--- src/hdl/steh_pkg.sv ---
// How it works
// (RULE1) Rate conflict overflow sets formatter error flag
// (RULE2) Status byte shows scaler input field ID
// (RULE3) Status byte shows scaler output field ID
// (RULE4) Status read samples live state, no synchronisation
// (RULE5) Output field ID: input ID or toggling flag
// (RULE6) Polarity bit: bit 7 and flag 1/0
// (RULE7) Skip zero to seven fields before task
// (RULE8) Trigger: immediate, V-sync, field 0, field 1
// (RULE9) Repeat bit runs active task one extra time
// (RULE10) Request mode: on-demand source or continuous stream
// (RULE11) Two-bit select picks scaler input source
// (RULE12) Hold bit: F and V change at line start
// (RULE13) Vertical invert flips V bit and gate pin
// (RULE14) Sampling bit: 4:2:2-like or 4:1:1-like input
// (RULE15) Chroma every 1st-4th line, dummy bytes elsewhere
// (RULE16) Edge bit picks rising or falling vertical reference
// (RULE17) Frame-sync mode makes V pulses on both edges; the code does so only when the expansion port is the source
// (RULE18) Port field ID is horizontal ref at edge
// (RULE19) Field detect edge: falling at 0, rising 1
// (RULE20) Two independent register sets, A and B
// (RULE21) Event handler alternates between sets A and B
// (RULE22) Soft reset low idles the scaler path
// Constants, register layouts and states of the scaler task event handler.
// Assumes registers are reached by subaddress from the serial-bus slave outside.
package steh_pkg;
  localparam logic [7:0] ADDR_STATUS = 8'h8f;
  localparam logic [7:0] ADDR_TASK_A = 8'h90;
  localparam logic [7:0] ADDR_FMT_A  = 8'h91;
  localparam logic [7:0] ADDR_REF_A  = 8'h92;
  localparam logic [7:0] ADDR_TASK_B = 8'hc0;
  localparam logic [7:0] ADDR_FMT_B  = 8'hc1;
  localparam logic [7:0] ADDR_REF_B  = 8'hc2;
  localparam logic [7:0] RST_REG     = 8'h00;
  localparam logic [7:0] RD_UNMAPPED = 8'h00;
  localparam int         DATA_W      = 16;
  localparam int         FIFO_DEPTH  = 16;
  localparam logic [2:0] SKIP_MAX    = 3'h7;

  typedef enum logic [1:0] {
    TRIG_IMMEDIATE = 2'h0,
    TRIG_VSYNC     = 2'h1,
    TRIG_FIELD0    = 2'h2,
    TRIG_FIELD1    = 2'h3
  } steh_trig_t;

  // Gray order along idle -> wait -> skip -> run
  typedef enum logic [1:0] {
    ST_IDLE = 2'b00,
    ST_WAIT = 2'b01,
    ST_SKIP = 2'b11,
    ST_RUN  = 2'b10
  } steh_state_t;

  typedef struct packed {
    logic       task_flag_polarity;
    logic       field_id_source_select;
    logic [2:0] field_skip_count;
    logic       task_repeat;
    steh_trig_t trigger_select;
  } steh_task_t;

  typedef struct packed {
    logic       vertical_invert;
    logic       ref_code_hold;
    logic [1:0] scaler_source_select;
    logic       request_mode;
    logic [1:0] chroma_line_interval;
    logic       input_sampling_scheme;
  } steh_fmt_t;

  typedef struct packed {
    logic       field_detect_edge;
    logic       field_id_invert;
    logic       frame_sync_mode;
    logic       vertical_edge_select;
    logic [3:0] other_ref_bits;
  } steh_ref_t;
endpackage

--- src/hdl/steh_edge_det.sv ---
// Edge detector giving one-cycle rise and fall pulses.
// Assumes the input is already synchronous to clk_i.
`timescale 1ns/100ps
module steh_edge_det (
  input  wire logic clk_i,
  input  wire logic rst_b_i,
  input  wire logic sig_i,
  output logic      rise_o,
  output logic      fall_o
);
  logic prev_q;

  always_ff @(posedge clk_i or negedge rst_b_i) begin
    if (!rst_b_i) begin
      prev_q <= 1'b0;
    end else begin
      prev_q <= sig_i;
    end
  end

  assign rise_o = sig_i & ~prev_q;
  assign fall_o = ~sig_i & prev_q;
endmodule

--- src/hdl/steh_fifo.sv ---
// Input sample FIFO between the scaler input source and the scaler core.
// Assumes one clock; flush empties it in one cycle.
`timescale 1ns/100ps
module steh_fifo #(
  parameter int WIDTH = 16,
  parameter int DEPTH = 16
) (
  input  wire logic             clk_i,
  input  wire logic             rst_b_i,
  input  wire logic             flush_i,
  input  wire logic [WIDTH-1:0] in_data_i,
  input  wire logic             in_valid_i,
  output logic                  in_ready_o,
  output logic                  almost_full_o,
  output logic [WIDTH-1:0]      out_data_o,
  output logic                  out_valid_o,
  input  wire logic             out_ready_i
);
  localparam int AW = $clog2(DEPTH);
  logic [WIDTH-1:0] mem_q [DEPTH];
  logic [AW-1:0]    wr_q, rd_q;
  logic [AW:0]      cnt_q, cnt_d;
  logic             push, pop;

  assign push = in_valid_i & in_ready_o;
  assign pop  = out_valid_o & out_ready_i;
  assign cnt_d = cnt_q + (AW+1)'(push) - (AW+1)'(pop);

  always_ff @(posedge clk_i) begin
    if (push) begin
      mem_q[wr_q] <= in_data_i;
    end
  end

  always_ff @(posedge clk_i or negedge rst_b_i) begin
    if (!rst_b_i) begin
      wr_q          <= '0;
      rd_q          <= '0;
      cnt_q         <= '0;
      in_ready_o    <= 1'b1;
      out_valid_o   <= 1'b0;
      almost_full_o <= 1'b0;
    end else if (flush_i) begin
      wr_q          <= '0;
      rd_q          <= '0;
      cnt_q         <= '0;
      in_ready_o    <= 1'b1;
      out_valid_o   <= 1'b0;
      almost_full_o <= 1'b0;
    end else begin
      if (push) wr_q <= wr_q + AW'(1);
      if (pop) rd_q <= rd_q + AW'(1);
      cnt_q         <= cnt_d;
      in_ready_o    <= cnt_d != (AW+1)'(DEPTH);
      out_valid_o   <= cnt_d != '0;
      almost_full_o <= cnt_d >= (AW+1)'(DEPTH-1);
    end
  end

  assign out_data_o = mem_q[rd_q];
endmodule

--- src/hdl/steh_top.sv ---
// Scaler task event handler: register sets A/B, status byte, event
// handler, reference signal decoding and the input sample FIFO.
// Assumes all inputs are synchronous to clk_i and register accesses
// arrive as subaddress strobes from the serial-bus slave outside.
`timescale 1ns/100ps
module steh_top (
  input  wire logic                       clk_i,
  input  wire logic                       rst_b_i,
  // Subaddress register access
  input  wire logic                       reg_wr_i,
  input  wire logic                       reg_rd_i,
  input  wire logic [7:0]                 reg_addr_i,
  input  wire logic [7:0]                 reg_wdata_i,
  output logic [7:0]                      reg_rdata_o,
  // Global controls held elsewhere
  input  wire logic                       scaler_soft_reset_i,
  input  wire logic                       port_request_enable_i,
  // Reference signals
  input  wire logic                       ext_vertical_ref_i,
  input  wire logic                       ext_horizontal_ref_i,
  input  wire logic                       decoder_vertical_signal_i,
  input  wire logic                       decoder_field_id_i,
  input  wire logic                       vertical_gate_int_i,
  input  wire logic                       line_start_i,
  input  wire logic                       task_done_i,
  // Sample stream
  input  wire logic [steh_pkg::DATA_W-1:0] in_data_i,
  input  wire logic                       in_valid_i,
  output logic                            in_ready_o,
  output logic [steh_pkg::DATA_W-1:0]     out_data_o,
  output logic                            out_valid_o,
  input  wire logic                       out_ready_i,
  // Results
  output steh_pkg::steh_fmt_t             active_fmt_o,
  output logic                            task_active_o,
  output logic                            task_flag_o,
  output logic                            ref_f_o,
  output logic                            ref_v_o,
  output logic                            ref_bit7_o,
  output logic                            output_vertical_gate_pin_o
);
  // ------------------------------------------------------------------
  // Register sets
  // ------------------------------------------------------------------
  steh_pkg::steh_task_t task_a_q, task_b_q, cur_task;
  steh_pkg::steh_fmt_t  fmt_a_q, fmt_b_q, cur_fmt;
  steh_pkg::steh_ref_t  ref_a_q, ref_b_q, cur_ref;
  logic                 set_b_q;

  always_ff @(posedge clk_i or negedge rst_b_i) begin
    if (!rst_b_i) begin
      task_a_q <= steh_pkg::RST_REG;
      fmt_a_q  <= steh_pkg::RST_REG;
      ref_a_q  <= steh_pkg::RST_REG;
      task_b_q <= steh_pkg::RST_REG;
      fmt_b_q  <= steh_pkg::RST_REG;
      ref_b_q  <= steh_pkg::RST_REG;
    end else if (reg_wr_i) begin
      if (reg_addr_i == steh_pkg::ADDR_TASK_A) begin // RULE20
        task_a_q <= reg_wdata_i;
      end else if (reg_addr_i == steh_pkg::ADDR_FMT_A) begin
        fmt_a_q <= reg_wdata_i;
      end else if (reg_addr_i == steh_pkg::ADDR_REF_A) begin
        ref_a_q <= reg_wdata_i;
      end else if (reg_addr_i == steh_pkg::ADDR_TASK_B) begin
        task_b_q <= reg_wdata_i;
      end else if (reg_addr_i == steh_pkg::ADDR_FMT_B) begin
        fmt_b_q <= reg_wdata_i;
      end else if (reg_addr_i == steh_pkg::ADDR_REF_B) begin
        ref_b_q <= reg_wdata_i;
      end
    end
  end

  // Parameters of whichever set is active
  assign cur_task = set_b_q ? task_b_q : task_a_q; // RULE21
  assign cur_fmt  = set_b_q ? fmt_b_q : fmt_a_q;
  assign cur_ref  = set_b_q ? ref_b_q : ref_a_q;

  // ------------------------------------------------------------------
  // Vertical reference and field ID
  // ------------------------------------------------------------------
  logic dec_rise, dec_fall, ext_rise, ext_fall;
  logic src_ext, v_rise, v_fall, vpulse;
  logic xfid_q, in_fid, fid_edge;

  steh_edge_det u_dec_edge (
    .clk_i   (clk_i),
    .rst_b_i (rst_b_i),
    .sig_i   (decoder_vertical_signal_i),
    .rise_o  (dec_rise),
    .fall_o  (dec_fall)
  );

  steh_edge_det u_ext_edge (
    .clk_i   (clk_i),
    .rst_b_i (rst_b_i),
    .sig_i   (ext_vertical_ref_i),
    .rise_o  (ext_rise),
    .fall_o  (ext_fall)
  );

  // Sources 01 and 11 come from the expansion port
  assign src_ext = cur_fmt.scaler_source_select[0]; // RULE11
  assign v_rise  = src_ext ? ext_rise : dec_rise;
  assign v_fall  = src_ext ? ext_fall : dec_fall;
  assign vpulse  = (src_ext && cur_ref.frame_sync_mode) ? (v_rise | v_fall) : // RULE17
                   (cur_ref.vertical_edge_select ? v_fall : v_rise); // RULE16
  assign fid_edge = cur_ref.field_detect_edge ? ext_rise : ext_fall; // RULE19

  always_ff @(posedge clk_i or negedge rst_b_i) begin
    if (!rst_b_i) begin
      xfid_q <= 1'b0;
    end else if (fid_edge) begin
      xfid_q <= ext_horizontal_ref_i; // RULE18
    end
  end

  assign in_fid = (src_ext ? xfid_q : decoder_field_id_i) ^ cur_ref.field_id_invert; // RULE18

  // ------------------------------------------------------------------
  // Event handler
  // ------------------------------------------------------------------
  steh_pkg::steh_state_t state_q;
  logic [2:0]            skip_q;
  logic                  rep_q, trig_hit, task_flag_q, finish;

  always_comb begin
    case (cur_task.trigger_select) // RULE8
      steh_pkg::TRIG_IMMEDIATE: trig_hit = 1'b1;
      steh_pkg::TRIG_VSYNC:     trig_hit = vpulse;
      steh_pkg::TRIG_FIELD0:    trig_hit = vpulse & ~in_fid;
      default:                  trig_hit = vpulse & in_fid;
    endcase
  end

  assign finish = (state_q == steh_pkg::ST_RUN) && task_done_i;

  always_ff @(posedge clk_i or negedge rst_b_i) begin
    if (!rst_b_i) begin
      state_q <= steh_pkg::ST_IDLE;
      skip_q  <= '0;
    end else if (!scaler_soft_reset_i) begin
      state_q <= steh_pkg::ST_IDLE; // RULE22
      skip_q  <= '0;
    end else begin
      case (state_q)
        steh_pkg::ST_IDLE: begin
          state_q <= steh_pkg::ST_WAIT;
        end
        steh_pkg::ST_WAIT: begin
          if (trig_hit) begin
            skip_q <= cur_task.field_skip_count;
            // Zero skip runs the task directly
            state_q <= (cur_task.field_skip_count == '0) ? steh_pkg::ST_RUN
                                                          : steh_pkg::ST_SKIP; // RULE7
          end
        end
        steh_pkg::ST_SKIP: begin
          if (vpulse) begin
            skip_q <= skip_q - 3'h1;
            if (skip_q == 3'h1) begin
              state_q <= steh_pkg::ST_RUN; // RULE7
            end
          end
        end
        default: begin
          if (task_done_i) begin
            state_q <= steh_pkg::ST_WAIT;
          end
        end
      endcase
    end
  end

  // Set alternation and single repeat
  always_ff @(posedge clk_i or negedge rst_b_i) begin
    if (!rst_b_i) begin
      set_b_q <= 1'b0;
      rep_q   <= 1'b0;
    end else if (!scaler_soft_reset_i) begin
      set_b_q <= 1'b0;
      rep_q   <= 1'b0;
    end else if (finish) begin
      if (cur_task.task_repeat && !rep_q) begin
        rep_q <= 1'b1; // RULE9
      end else begin
        rep_q   <= 1'b0;
        set_b_q <= ~set_b_q; // RULE21
      end
    end
  end

  // Flag toggles on every task activation, independent of input fields
  always_ff @(posedge clk_i or negedge rst_b_i) begin
    if (!rst_b_i) begin
      task_flag_q <= 1'b0;
    end else if (state_q != steh_pkg::ST_RUN &&
                 ((state_q == steh_pkg::ST_WAIT && trig_hit &&
                   cur_task.field_skip_count == '0) ||
                  (state_q == steh_pkg::ST_SKIP && vpulse && skip_q == 3'h1))) begin
      task_flag_q <= ~task_flag_q; // RULE5
    end
  end

  // ------------------------------------------------------------------
  // Output field ID and timing reference bits
  // ------------------------------------------------------------------
  logic out_fid_q;

  always_ff @(posedge clk_i or negedge rst_b_i) begin
    if (!rst_b_i) begin
      out_fid_q                  <= 1'b0;
      ref_f_o                    <= 1'b0;
      ref_v_o                    <= 1'b0;
      ref_bit7_o                 <= 1'b1;
      task_flag_o                <= 1'b1;
      output_vertical_gate_pin_o <= 1'b0;
      task_active_o              <= 1'b0;
      active_fmt_o               <= steh_pkg::RST_REG;
    end else begin
      out_fid_q <= cur_task.field_id_source_select ? task_flag_q : in_fid; // RULE5
      // Polarity maps flag 1 to 0 when clear
      ref_bit7_o  <= task_flag_q ^ cur_task.task_flag_polarity ^ 1'b1; // RULE6
      task_flag_o <= task_flag_q ^ cur_task.task_flag_polarity ^ 1'b1; // RULE6
      if (!cur_fmt.ref_code_hold || line_start_i) begin // RULE12
        ref_f_o <= out_fid_q;
        ref_v_o <= vertical_gate_int_i ^ cur_fmt.vertical_invert; // RULE13
      end
      output_vertical_gate_pin_o <= vertical_gate_int_i ^ cur_fmt.vertical_invert; // RULE13
      task_active_o <= (state_q == steh_pkg::ST_RUN);
      // Source, sampling and chroma-line settings go to the scaler core
      active_fmt_o <= cur_fmt; // RULE11 RULE14 RULE15
    end
  end

  // ------------------------------------------------------------------
  // Sample FIFO and rate conflict detection
  // ------------------------------------------------------------------
  logic fifo_ready, fifo_afull, req_q, drop, err_q;

  // A continuous stream cannot be stalled, so a full FIFO drops data
  steh_fifo #(
    .WIDTH (steh_pkg::DATA_W),
    .DEPTH (steh_pkg::FIFO_DEPTH)
  ) u_fifo (
    .clk_i         (clk_i),
    .rst_b_i       (rst_b_i),
    .flush_i       (~scaler_soft_reset_i),
    .in_data_i     (in_data_i),
    .in_valid_i    (in_valid_i & req_q),
    .in_ready_o    (fifo_ready),
    .almost_full_o (fifo_afull),
    .out_data_o    (out_data_o),
    .out_valid_o   (out_valid_o),
    .out_ready_i   (out_ready_i)
  );

  always_ff @(posedge clk_i or negedge rst_b_i) begin
    if (!rst_b_i) begin
      req_q <= 1'b0;
    end else if (!scaler_soft_reset_i) begin
      req_q <= 1'b0;
    end else if (cur_fmt.request_mode || !port_request_enable_i) begin
      req_q <= 1'b1; // RULE10
    end else begin
      req_q <= ~fifo_afull; // RULE10
    end
  end

  assign in_ready_o = req_q;
  assign drop = in_valid_i & req_q & ~fifo_ready;

  always_ff @(posedge clk_i or negedge rst_b_i) begin
    if (!rst_b_i) begin
      err_q <= 1'b0;
    end else if (drop) begin
      err_q <= 1'b1; // RULE1
    end else if (!scaler_soft_reset_i) begin
      err_q <= 1'b0;
    end
  end

  // ------------------------------------------------------------------
  // Register read
  // ------------------------------------------------------------------
  always_ff @(posedge clk_i or negedge rst_b_i) begin
    if (!rst_b_i) begin
      reg_rdata_o <= steh_pkg::RD_UNMAPPED;
    end else if (reg_rd_i) begin
      if (reg_addr_i == steh_pkg::ADDR_STATUS) begin
        reg_rdata_o <= {5'h00, err_q, in_fid, out_fid_q}; // RULE2 RULE3 RULE4
      end else if (reg_addr_i == steh_pkg::ADDR_TASK_A) begin
        reg_rdata_o <= task_a_q;
      end else if (reg_addr_i == steh_pkg::ADDR_FMT_A) begin
        reg_rdata_o <= fmt_a_q;
      end else if (reg_addr_i == steh_pkg::ADDR_REF_A) begin
        reg_rdata_o <= ref_a_q;
      end else if (reg_addr_i == steh_pkg::ADDR_TASK_B) begin
        reg_rdata_o <= task_b_q;
      end else if (reg_addr_i == steh_pkg::ADDR_FMT_B) begin
        reg_rdata_o <= fmt_b_q;
      end else if (reg_addr_i == steh_pkg::ADDR_REF_B) begin
        reg_rdata_o <= ref_b_q;
      end else begin
        reg_rdata_o <= steh_pkg::RD_UNMAPPED;
      end
    end
  end

  // ------------------------------------------------------------------
  // Assertions
  // ------------------------------------------------------------------
  a_err_on_drop: assert property (@(posedge clk_i) disable iff (!rst_b_i) // RULE1
    drop |=> err_q ##1 (err_q || !$past(scaler_soft_reset_i)))
    else $error("drop did not set error flag");

  a_status_fids: assert property (@(posedge clk_i) disable iff (!rst_b_i) // RULE2
    (reg_rd_i && reg_addr_i == steh_pkg::ADDR_STATUS) |=>
      reg_rdata_o[1:0] == {$past(in_fid), $past(out_fid_q)})
    else $error("status byte field IDs wrong");

  a_out_fid_src: assert property (@(posedge clk_i) disable iff (!rst_b_i) // RULE5
    !cur_task.field_id_source_select |=> out_fid_q == $past(in_fid))
    else $error("output field ID not following input");

  a_flag_polarity: assert property (@(posedge clk_i) disable iff (!rst_b_i) // RULE6
    ##1 ref_bit7_o == ($past(task_flag_q) ^ ~$past(cur_task.task_flag_polarity)))
    else $error("bit 7 polarity wrong");

  a_direct_run: assert property (@(posedge clk_i) disable iff (!rst_b_i) // RULE8
    (scaler_soft_reset_i && state_q == steh_pkg::ST_WAIT &&
     cur_task.trigger_select == steh_pkg::TRIG_IMMEDIATE &&
     cur_task.field_skip_count == 3'h0) |=> state_q == steh_pkg::ST_RUN ##1 task_active_o)
    else $error("immediate trigger did not run task");

  a_repeat_once: assert property (@(posedge clk_i) disable iff (!rst_b_i) // RULE9
    (scaler_soft_reset_i && finish && cur_task.task_repeat && !rep_q) |=>
      set_b_q == $past(set_b_q) && rep_q)
    else $error("repeat did not keep the set");

  a_set_alternate: assert property (@(posedge clk_i) disable iff (!rst_b_i) // RULE21
    (scaler_soft_reset_i && finish && (!cur_task.task_repeat || rep_q)) |=>
      set_b_q != $past(set_b_q))
    else $error("set did not alternate");

  a_vgate_invert: assert property (@(posedge clk_i) disable iff (!rst_b_i) // RULE13
    ##1 output_vertical_gate_pin_o ==
        ($past(vertical_gate_int_i) ^ $past(cur_fmt.vertical_invert)))
    else $error("vertical gate inversion wrong");

  a_hold_ref: assert property (@(posedge clk_i) disable iff (!rst_b_i) // RULE12
    (cur_fmt.ref_code_hold && !line_start_i) |=> $stable(ref_f_o) && $stable(ref_v_o))
    else $error("reference bits changed off line start");

  a_soft_idle: assert property (@(posedge clk_i) disable iff (!rst_b_i) // RULE22
    !scaler_soft_reset_i |=> state_q == steh_pkg::ST_IDLE && !out_valid_o)
    else $error("soft reset did not idle scaler");
endmodule

--- config.mk ---
export PLATFORM = sky130hd
export DESIGN_NAME = steh_top
export DESIGN_NICKNAME = d
export VERILOG_FILES = /design/src/hdl/steh_pkg.sv /design/src/hdl/steh_edge_det.sv /design/src/hdl/steh_fifo.sv /design/src/hdl/steh_top.sv
export SDC_FILE = /design/constraint.sdc
export NUM_CORES = 1
export LEC_CHECK = 0
export BUFFER_PORTS_ARGS = -buffer_cell sky130_fd_sc_hd__clkbuf_2
export CORE_ASPECT_RATIO = 2
export CORE_MARGIN = 8
export CORE_UTILIZATION = 25
export CTS_BUF_LIST = sky130_fd_sc_hd__clkbuf_8
export DETAILED_ROUTE_END_ITERATION = 8
export GPL_TIMING_DRIVEN = 0
export SETUP_SLACK_MARGIN = 0.4
export SYNTH_ARGS = -nofsm -noshare
export SYNTH_HDL_FRONTEND = slang
export SYNTH_SLANG_ARGS = --single-unit
--- constraint.sdc ---
create_clock -name clk_i -period 3.3 [get_ports clk_i]
set_input_delay 0.66 -clock clk_i [delete_from_list [all_inputs] [get_ports clk_i]]
set_output_delay 0.66 -clock clk_i [all_outputs]
set_load 0.05 [all_outputs]
======== Yosys cells after proc, flatten, opt, wreduce, memory -nomap -nowiden ========
Memories as Yosys holds them, arrays and structs flattened.
Cells that the tools add are included.
storage, ports and cells
  bits in registers ....................... 99
  memory bits (writable) .................. 256
  input bits .............................. 47
  output and inout port bits .............. 40
  logic and storage cells ................. 198
  memories kept ........................... 1
memory list
  name          depth  width  rd ports  clocked after Yosys merged registers in  write ports  RTL line         source
  u_fifo.mem_q  16     16     1         0                                        1            steh_fifo.sv:20  logic [WIDTH-1:0] mem_q [DEPTH];
operators by class
  add/subtract/negate cells ............... 5
  order comparisons ....................... 1
  eq/ne operators ......................... 25
  muxes and demuxes ....................... 49
  bitwise operators ....................... 29
  reductions and logical operators ........ 27
operators with widths
  kind                                                               number
  2-to-1 mux 8 bit                                                   10
  == test 8 bit, second input constant                               7
  2-to-1 mux 1 bit                                                   23
  2-to-1 mux 4 bit                                                   4
  NOT 1 bit                                                          15
  AND 1 bit                                                          10
  2-to-1 mux 2 bit                                                   5
  2-to-1 mux 3 bit                                                   3
  adder 4 x 1 -> 4 bit, second input constant                        2
  logical AND 1 bit                                                  8
  != test 2 x 1 -> 1 bit, second input constant                      4
  AND reduction 4 bit                                                2
  AND reduction 7 bit                                                1
  == test 2 bit, second input constant                               3
  != test 3 bit, second input constant                               2
  one-hot mux 2 bit (3 select lines)                                 1
  one-hot mux 3 bit (2 select lines)                                 1
  AND reduction 3 bit                                                2
  AND reduction 6 bit                                                1
  adder 5 x 1 -> 5 bit                                               1
  greater-or-equal comparator 5 x 4 -> 1 bit, second input constant  1
  2-to-1 mux 5 bit                                                   1
  != test 5 x 1 -> 1 bit, second input constant                      1
  != test 5 bit, second input constant                               1
  other kinds (17)                                                   27

======== Logic depth before layout (Yosys ltp) ========
  depth in word-level cells ............... 11
  depth in mapped cells ................... 13

======== Cells and area by module ========
A second synthesis with hierarchy kept.
unflattened totals
  cells, all modules ...................... 863
  area total of the unflattened synthesis .. 14,785.4 um^2
by module, submodules not included
  module         instances  cells each  area an instance (um^2)  sequential area each (um^2)
  steh_fifo      1          496         10,551.4                 8,089.0
  steh_top       1          361         4,154.0                  2,028.2
  steh_edge_det  2          3           40.0                     25.0

======== Worst setup path before layout ========
No wires, ideal clock.
  path type ............................... flip-flop to output port
  start ................................... reg u_fifo.rd_q[0]
  end ..................................... out out_data_o[0] in the netlist's numbering
  data arrival time ....................... 2.081 ns
  setup slack ............................. 0.559 ns
  stages on the path, launching flop included .. 5
  buffers on the path ..................... 2
  cells stage by stage .................... dfrtp_1 -> buf_2 -> buf_2 -> mux4_2 -> mux4_2
between the ends
  longest elaborated chain between the ends .. 1
ends and longest elaborated chain
  element                    RTL line         source
  start: declaration         steh_fifo.sv:21  logic [AW-1:0] wr_q, rd_q;
  start signal: assignment   steh_fifo.sv:52  if (pop) rd_q <= rd_q + AW'(1);
  memory read (16 x 16 bit)  -
  end: declaration           steh_top.sv:30   output logic [steh_pkg::DATA_W-1:0] out_data_o,
Every way passes these cells.

======== Final worst setup path ========
  start ................................... reg u_fifo.rd_q[0]
  end ..................................... out out_data_o[1] in the netlist's numbering
Same word-level chain as after synthesis.

==> results by group <==
Placed design
  • Number of placed instances, taps included: 1680
  • Total half-perimeter wirelength after legalization and detailed placement: 23600 µm
  • DP Worst Slack: -214 ps
  • Placer's final routability congestion estimate: 0.849
  • Count of input and output buffers: 85

Global routing
  • Overall Global Routing Usage: 10.9%
  • Pin count of the biggest net entering global routing: 100
  • Vias in the first global route: 8957
  • Antenna violations before repair: 6
  • Wire length of the first global-routing pass: 56100 µm
  • GRT Residual Overflow: 0

Routing
  • Max Used Layer: met5
  • DR DRC count: 0
  • Violation count after the first detailed-routing iteration: 575
  • DRT Pass-1 Iters: 5
  • Via count: 8064
  • DR WL met3: 2230 µm
  • Average routed wire per standard cell: 20.7 µm
  • Routed metal-1 wirelength: 15500 µm
  • Average via count per standard cell: 4.53
  • Total detailed-routing wirelength: 36900 µm
  • Number of routed nets with antenna violations: 0
  • Met2 WL: 18000 µm

Floorplan
  • Number of top-level pins: 87
  • Starting density of the core: 25.1%
  • Chip width: 188 µm
  • Core Box Area: 0.0586 mm²
  • Cell Rows: 126
  • Die ar.: 0.0674 mm²
  • Vert. Die Dim: 359 µm

Critical path
  • Cell family with the largest share of critical-path delay: multiplexers
  • Start-to-end type of the worst setup path: flop to output port
  • Combined buffer and inverter count along the critical path: 2
  • Most common cell type on the critical path: sky130_fd_sc_hd__mux4_2
  • Worst path max stage delay: 590 ps
  • Critical Path AT: 2640 ps
  • Crit start category: flop
  • Required time reported for the critical path endpoint: 2640 ps
  • Slowest cell on crit path: sky130_fd_sc_hd__mux4_2
  • Max FO, Critical Path: 10
  • CP endpoint kind: output port
  • Cells along the critical path: buf_6, mux4_2, mux4_2, buf_8

STA
  • Ratio of final minimum period to clock period: 99.9%
  • Unrepaired setup endpoints after global routing: true
  • Peak clock frequency supported by timing: 303 MHz
  • Endpoints failing setup: 0
  • Worst Tran Pin Value: 1130 ps
  • Worst setup margin: 2.48 ps
  • Final-report hold violation count: 0
  • Worst Skew: 23.2 ps
  • Remaining max-slew budget at the tightest pin: 24.9%
  • Number of pins with negative max-slew slack in the final report: 0
  • Minimum clock period: 3300 ps

Yosys
  • Post-synthesis cell type count: 66
  • Mapped Avg Cell Area: 17.8 µm²
  • Sequential share of the synthesized area: 69.0%
  • Biggest area contributors in the synthesized netlist: sky130_fd_sc_hd__edfxtp_1 (52%), sky130_fd_sc_hd__dfrtp_1 (16%), sky130_fd_sc_hd__mux4_2 (12%)
  • Leading register cell type out of synthesis: sky130_fd_sc_hd__edfxtp_1
  • Portion of synthesized cell area occupied by the leading cell type: 52.2%
  • Total standard cell area after synthesis: 0.0147 mm²
  • Async set-or-reset flop fraction in the synthesized netlist: 27.9%
  • Cells after synthesis: 827
  • Biggest area consumer among synthesized cells: sky130_fd_sc_hd__edfxtp_1
  • Count of flip-flops with a built-in enable after synthesis: 256
  • Total of flip-flops plus latches after synthesis: 355
  • Total nets after synthesis: 887
  • Ys Warns: 0

Pwr
  • Static leakage power: 6.28 nW
  • Power per unit of standard cell area: 619 mW/mm²
  • Maximum vdd drop: 0.000265 V

CTS
  • Number of clock sinks: 355
  • Number of hold-repair buffers added at the cts stage: 0
  • CTS H-tree depth: 2
  • Root buf cell: sky130_fd_sc_hd__clkbuf_8
  • Clock latency reported for the late side of the worst-skew pair: 620 ps
  • CTS clock-pin slew for the worst setup and hold paths: 70 ps
  • CTS tree: built
  • Buffer levels on the longest clock path: 3
  • CTS buffer count: 51

Hold path
  • Class of the worst hold path: primary input to asynchronous set/reset pin

Job
  • Number of violations of the max-capacitance limit: 0

Cells and area
  • Top library cells by usage in the layout, fill and taps aside: sky130_fd_sc_hd__edfxtp_1 (256), sky130_fd_sc_hd__dfrtp_1 (96), sky130_fd_sc_hd__mux4_2 (80)
  • Layout cell share with drive strength beyond 1: 33.4%
  • Final standard cell count with taps included and fillers excluded: 1781
  • Number of nets in the layout: 1030
  • Filler instances: 5816
  • Most common library cell in the layout ignoring fill and taps: sky130_fd_sc_hd__edfxtp_1
  • Area added between synthesis and finish: 19.2%

Run status
  • Outcome: completed
[registers in the layout, indices dropped and copies added (netlist names), 2 cells and up]
signal and cells:
fmt_a_q 8, reg_rdata_o 8, u_fifo.cnt_q 5, fmt_b_q 8, task_b_q 8, skip_q 3, u_fifo.wr_q 4, task_a_q 8
u_fifo.mem_q 256, ref_b_q 8, state_q 2, ref_a_q 8, u_fifo.rd_q 4, active_fmt_o 8
[synth_stat cells, types with 2 or more instances]
cell	number
sky130_fd_sc_hd__edfxtp_1	256
sky130_fd_sc_hd__dfrtp_1	97
sky130_fd_sc_hd__mux4_2	80
sky130_fd_sc_hd__mux2_2	60
sky130_fd_sc_hd__nor2_1	32
sky130_fd_sc_hd__inv_1	26
sky130_fd_sc_hd__and2_1	24
sky130_fd_sc_hd__nand2_1	24
sky130_fd_sc_hd__o21ai_0	22
sky130_fd_sc_hd__clkbuf_1	20
sky130_fd_sc_hd__a21oi_1	16
sky130_fd_sc_hd__mux2i_1	15
sky130_fd_sc_hd__ha_1	12
sky130_fd_sc_hd__nand3_1	11
sky130_fd_sc_hd__nor2b_1	10
sky130_fd_sc_hd__buf_2	9
sky130_fd_sc_hd__nand2b_1	9
sky130_fd_sc_hd__nor3_1	9
sky130_fd_sc_hd__xor2_1	9
sky130_fd_sc_hd__xnor2_1	6
sky130_fd_sc_hd__a32o_1	5
sky130_fd_sc_hd__o2bb2ai_1	5
sky130_fd_sc_hd__a211o_1	3
sky130_fd_sc_hd__a21o_1	3
sky130_fd_sc_hd__a221oi_1	3
sky130_fd_sc_hd__a31oi_1	3
sky130_fd_sc_hd__buf_1	3
sky130_fd_sc_hd__clkinv_1	3
sky130_fd_sc_hd__nand4_1	3
sky130_fd_sc_hd__nor3b_1	3
sky130_fd_sc_hd__o211ai_1	3
sky130_fd_sc_hd__and3_1	2
sky130_fd_sc_hd__buf_4	2
sky130_fd_sc_hd__dfstp_2	2
sky130_fd_sc_hd__mux2i_2	2
sky130_fd_sc_hd__nor4_1	2
sky130_fd_sc_hd__o2111ai_1	2
sky130_fd_sc_hd__o221ai_1	2
sky130_fd_sc_hd__or3_1	2
[path summary, 6_finish.rpt]
path,start,depth (start not counted),endpoint,slack [ps]
max in group asynchronous,rst_b_i,1,u_fifo.rd_q[0],2520
min in group clk_i,decoder_vertical_signal_i,1,u_dec_edge.prev_q,170
max reg2reg,u_fifo.out_valid_o,13,u_fifo.almost_full_o,630
min,rst_b_i,1,skip_q[1],160
max,u_fifo.rd_q[0],4,out_data_o[1],2
min reg2reg,reg_rdata_o[7],2,reg_rdata_o[7],500
[routing by layer]
metal,vias to the layer above,track usage [%]
li1,3545,-
met1,4171,13.5
met2,271,18.0
met3,71,2.70
met4,6,4.28
met5,-,0
[power breakdown]
part	internal (mW)	leakage (nW)	total [mW]	switching [mW]
combinational	0.949	2.08	2.14	1.19
clock	1.88	0.578	3.65	1.76
sequential	4.97	3.63	5.08	0.116
[repair_timing]
item,CTS,global route
hold endpoints to repair,0,0
setup buffers,5,0
resized for setup,88,8
gates cloned,0,0
setup endpoints to repair,16,16
[stage by stage]
step	util, %	power, mW	hold WS, ps	TNS [ps]	cell area, µm²
2_1_floorplan	-	6.52	364	0	14700
5_1_grt	29.9	11.3	131	-570	17600
3_5_place_dp	27.5	7.10	491	-2920	16100
6_report	29.9	10.9	163	0	17600
4_1_cts	29.9	11.0	109	-271	17500
3_3_place_gp	27.5	7.04	487	-2700	16100
[cell families (layout without fill, tap and decap cells)]
kind of cell	Yosys count	count (layout)	share of synthesized area [%]
compound gates	82	82	3.88
xor+xnor	16	16	1.00
fa+ha+maj	13	13	1.15
buf+inv	65	249	1.83
flops	355	355	69.0
mux	158	158	18.1
other cells	0	2	0
simple gates	138	138	5.01
[layout make-up]
class	instances	area [µm²]	share of cell area, %
antenna	2	5.00	0.0285
buffer	35	295	1.68
clock buffer	55	757	4.31
clock inverter	39	308	1.75
inverter	30	113	0.641
multi-input combinational	407	4300	24.5
sequential	355	10200	57.9
tap	768	961	5.47
timing repair buffer	90	657	3.74
Power figures use the tool's default switching activity.
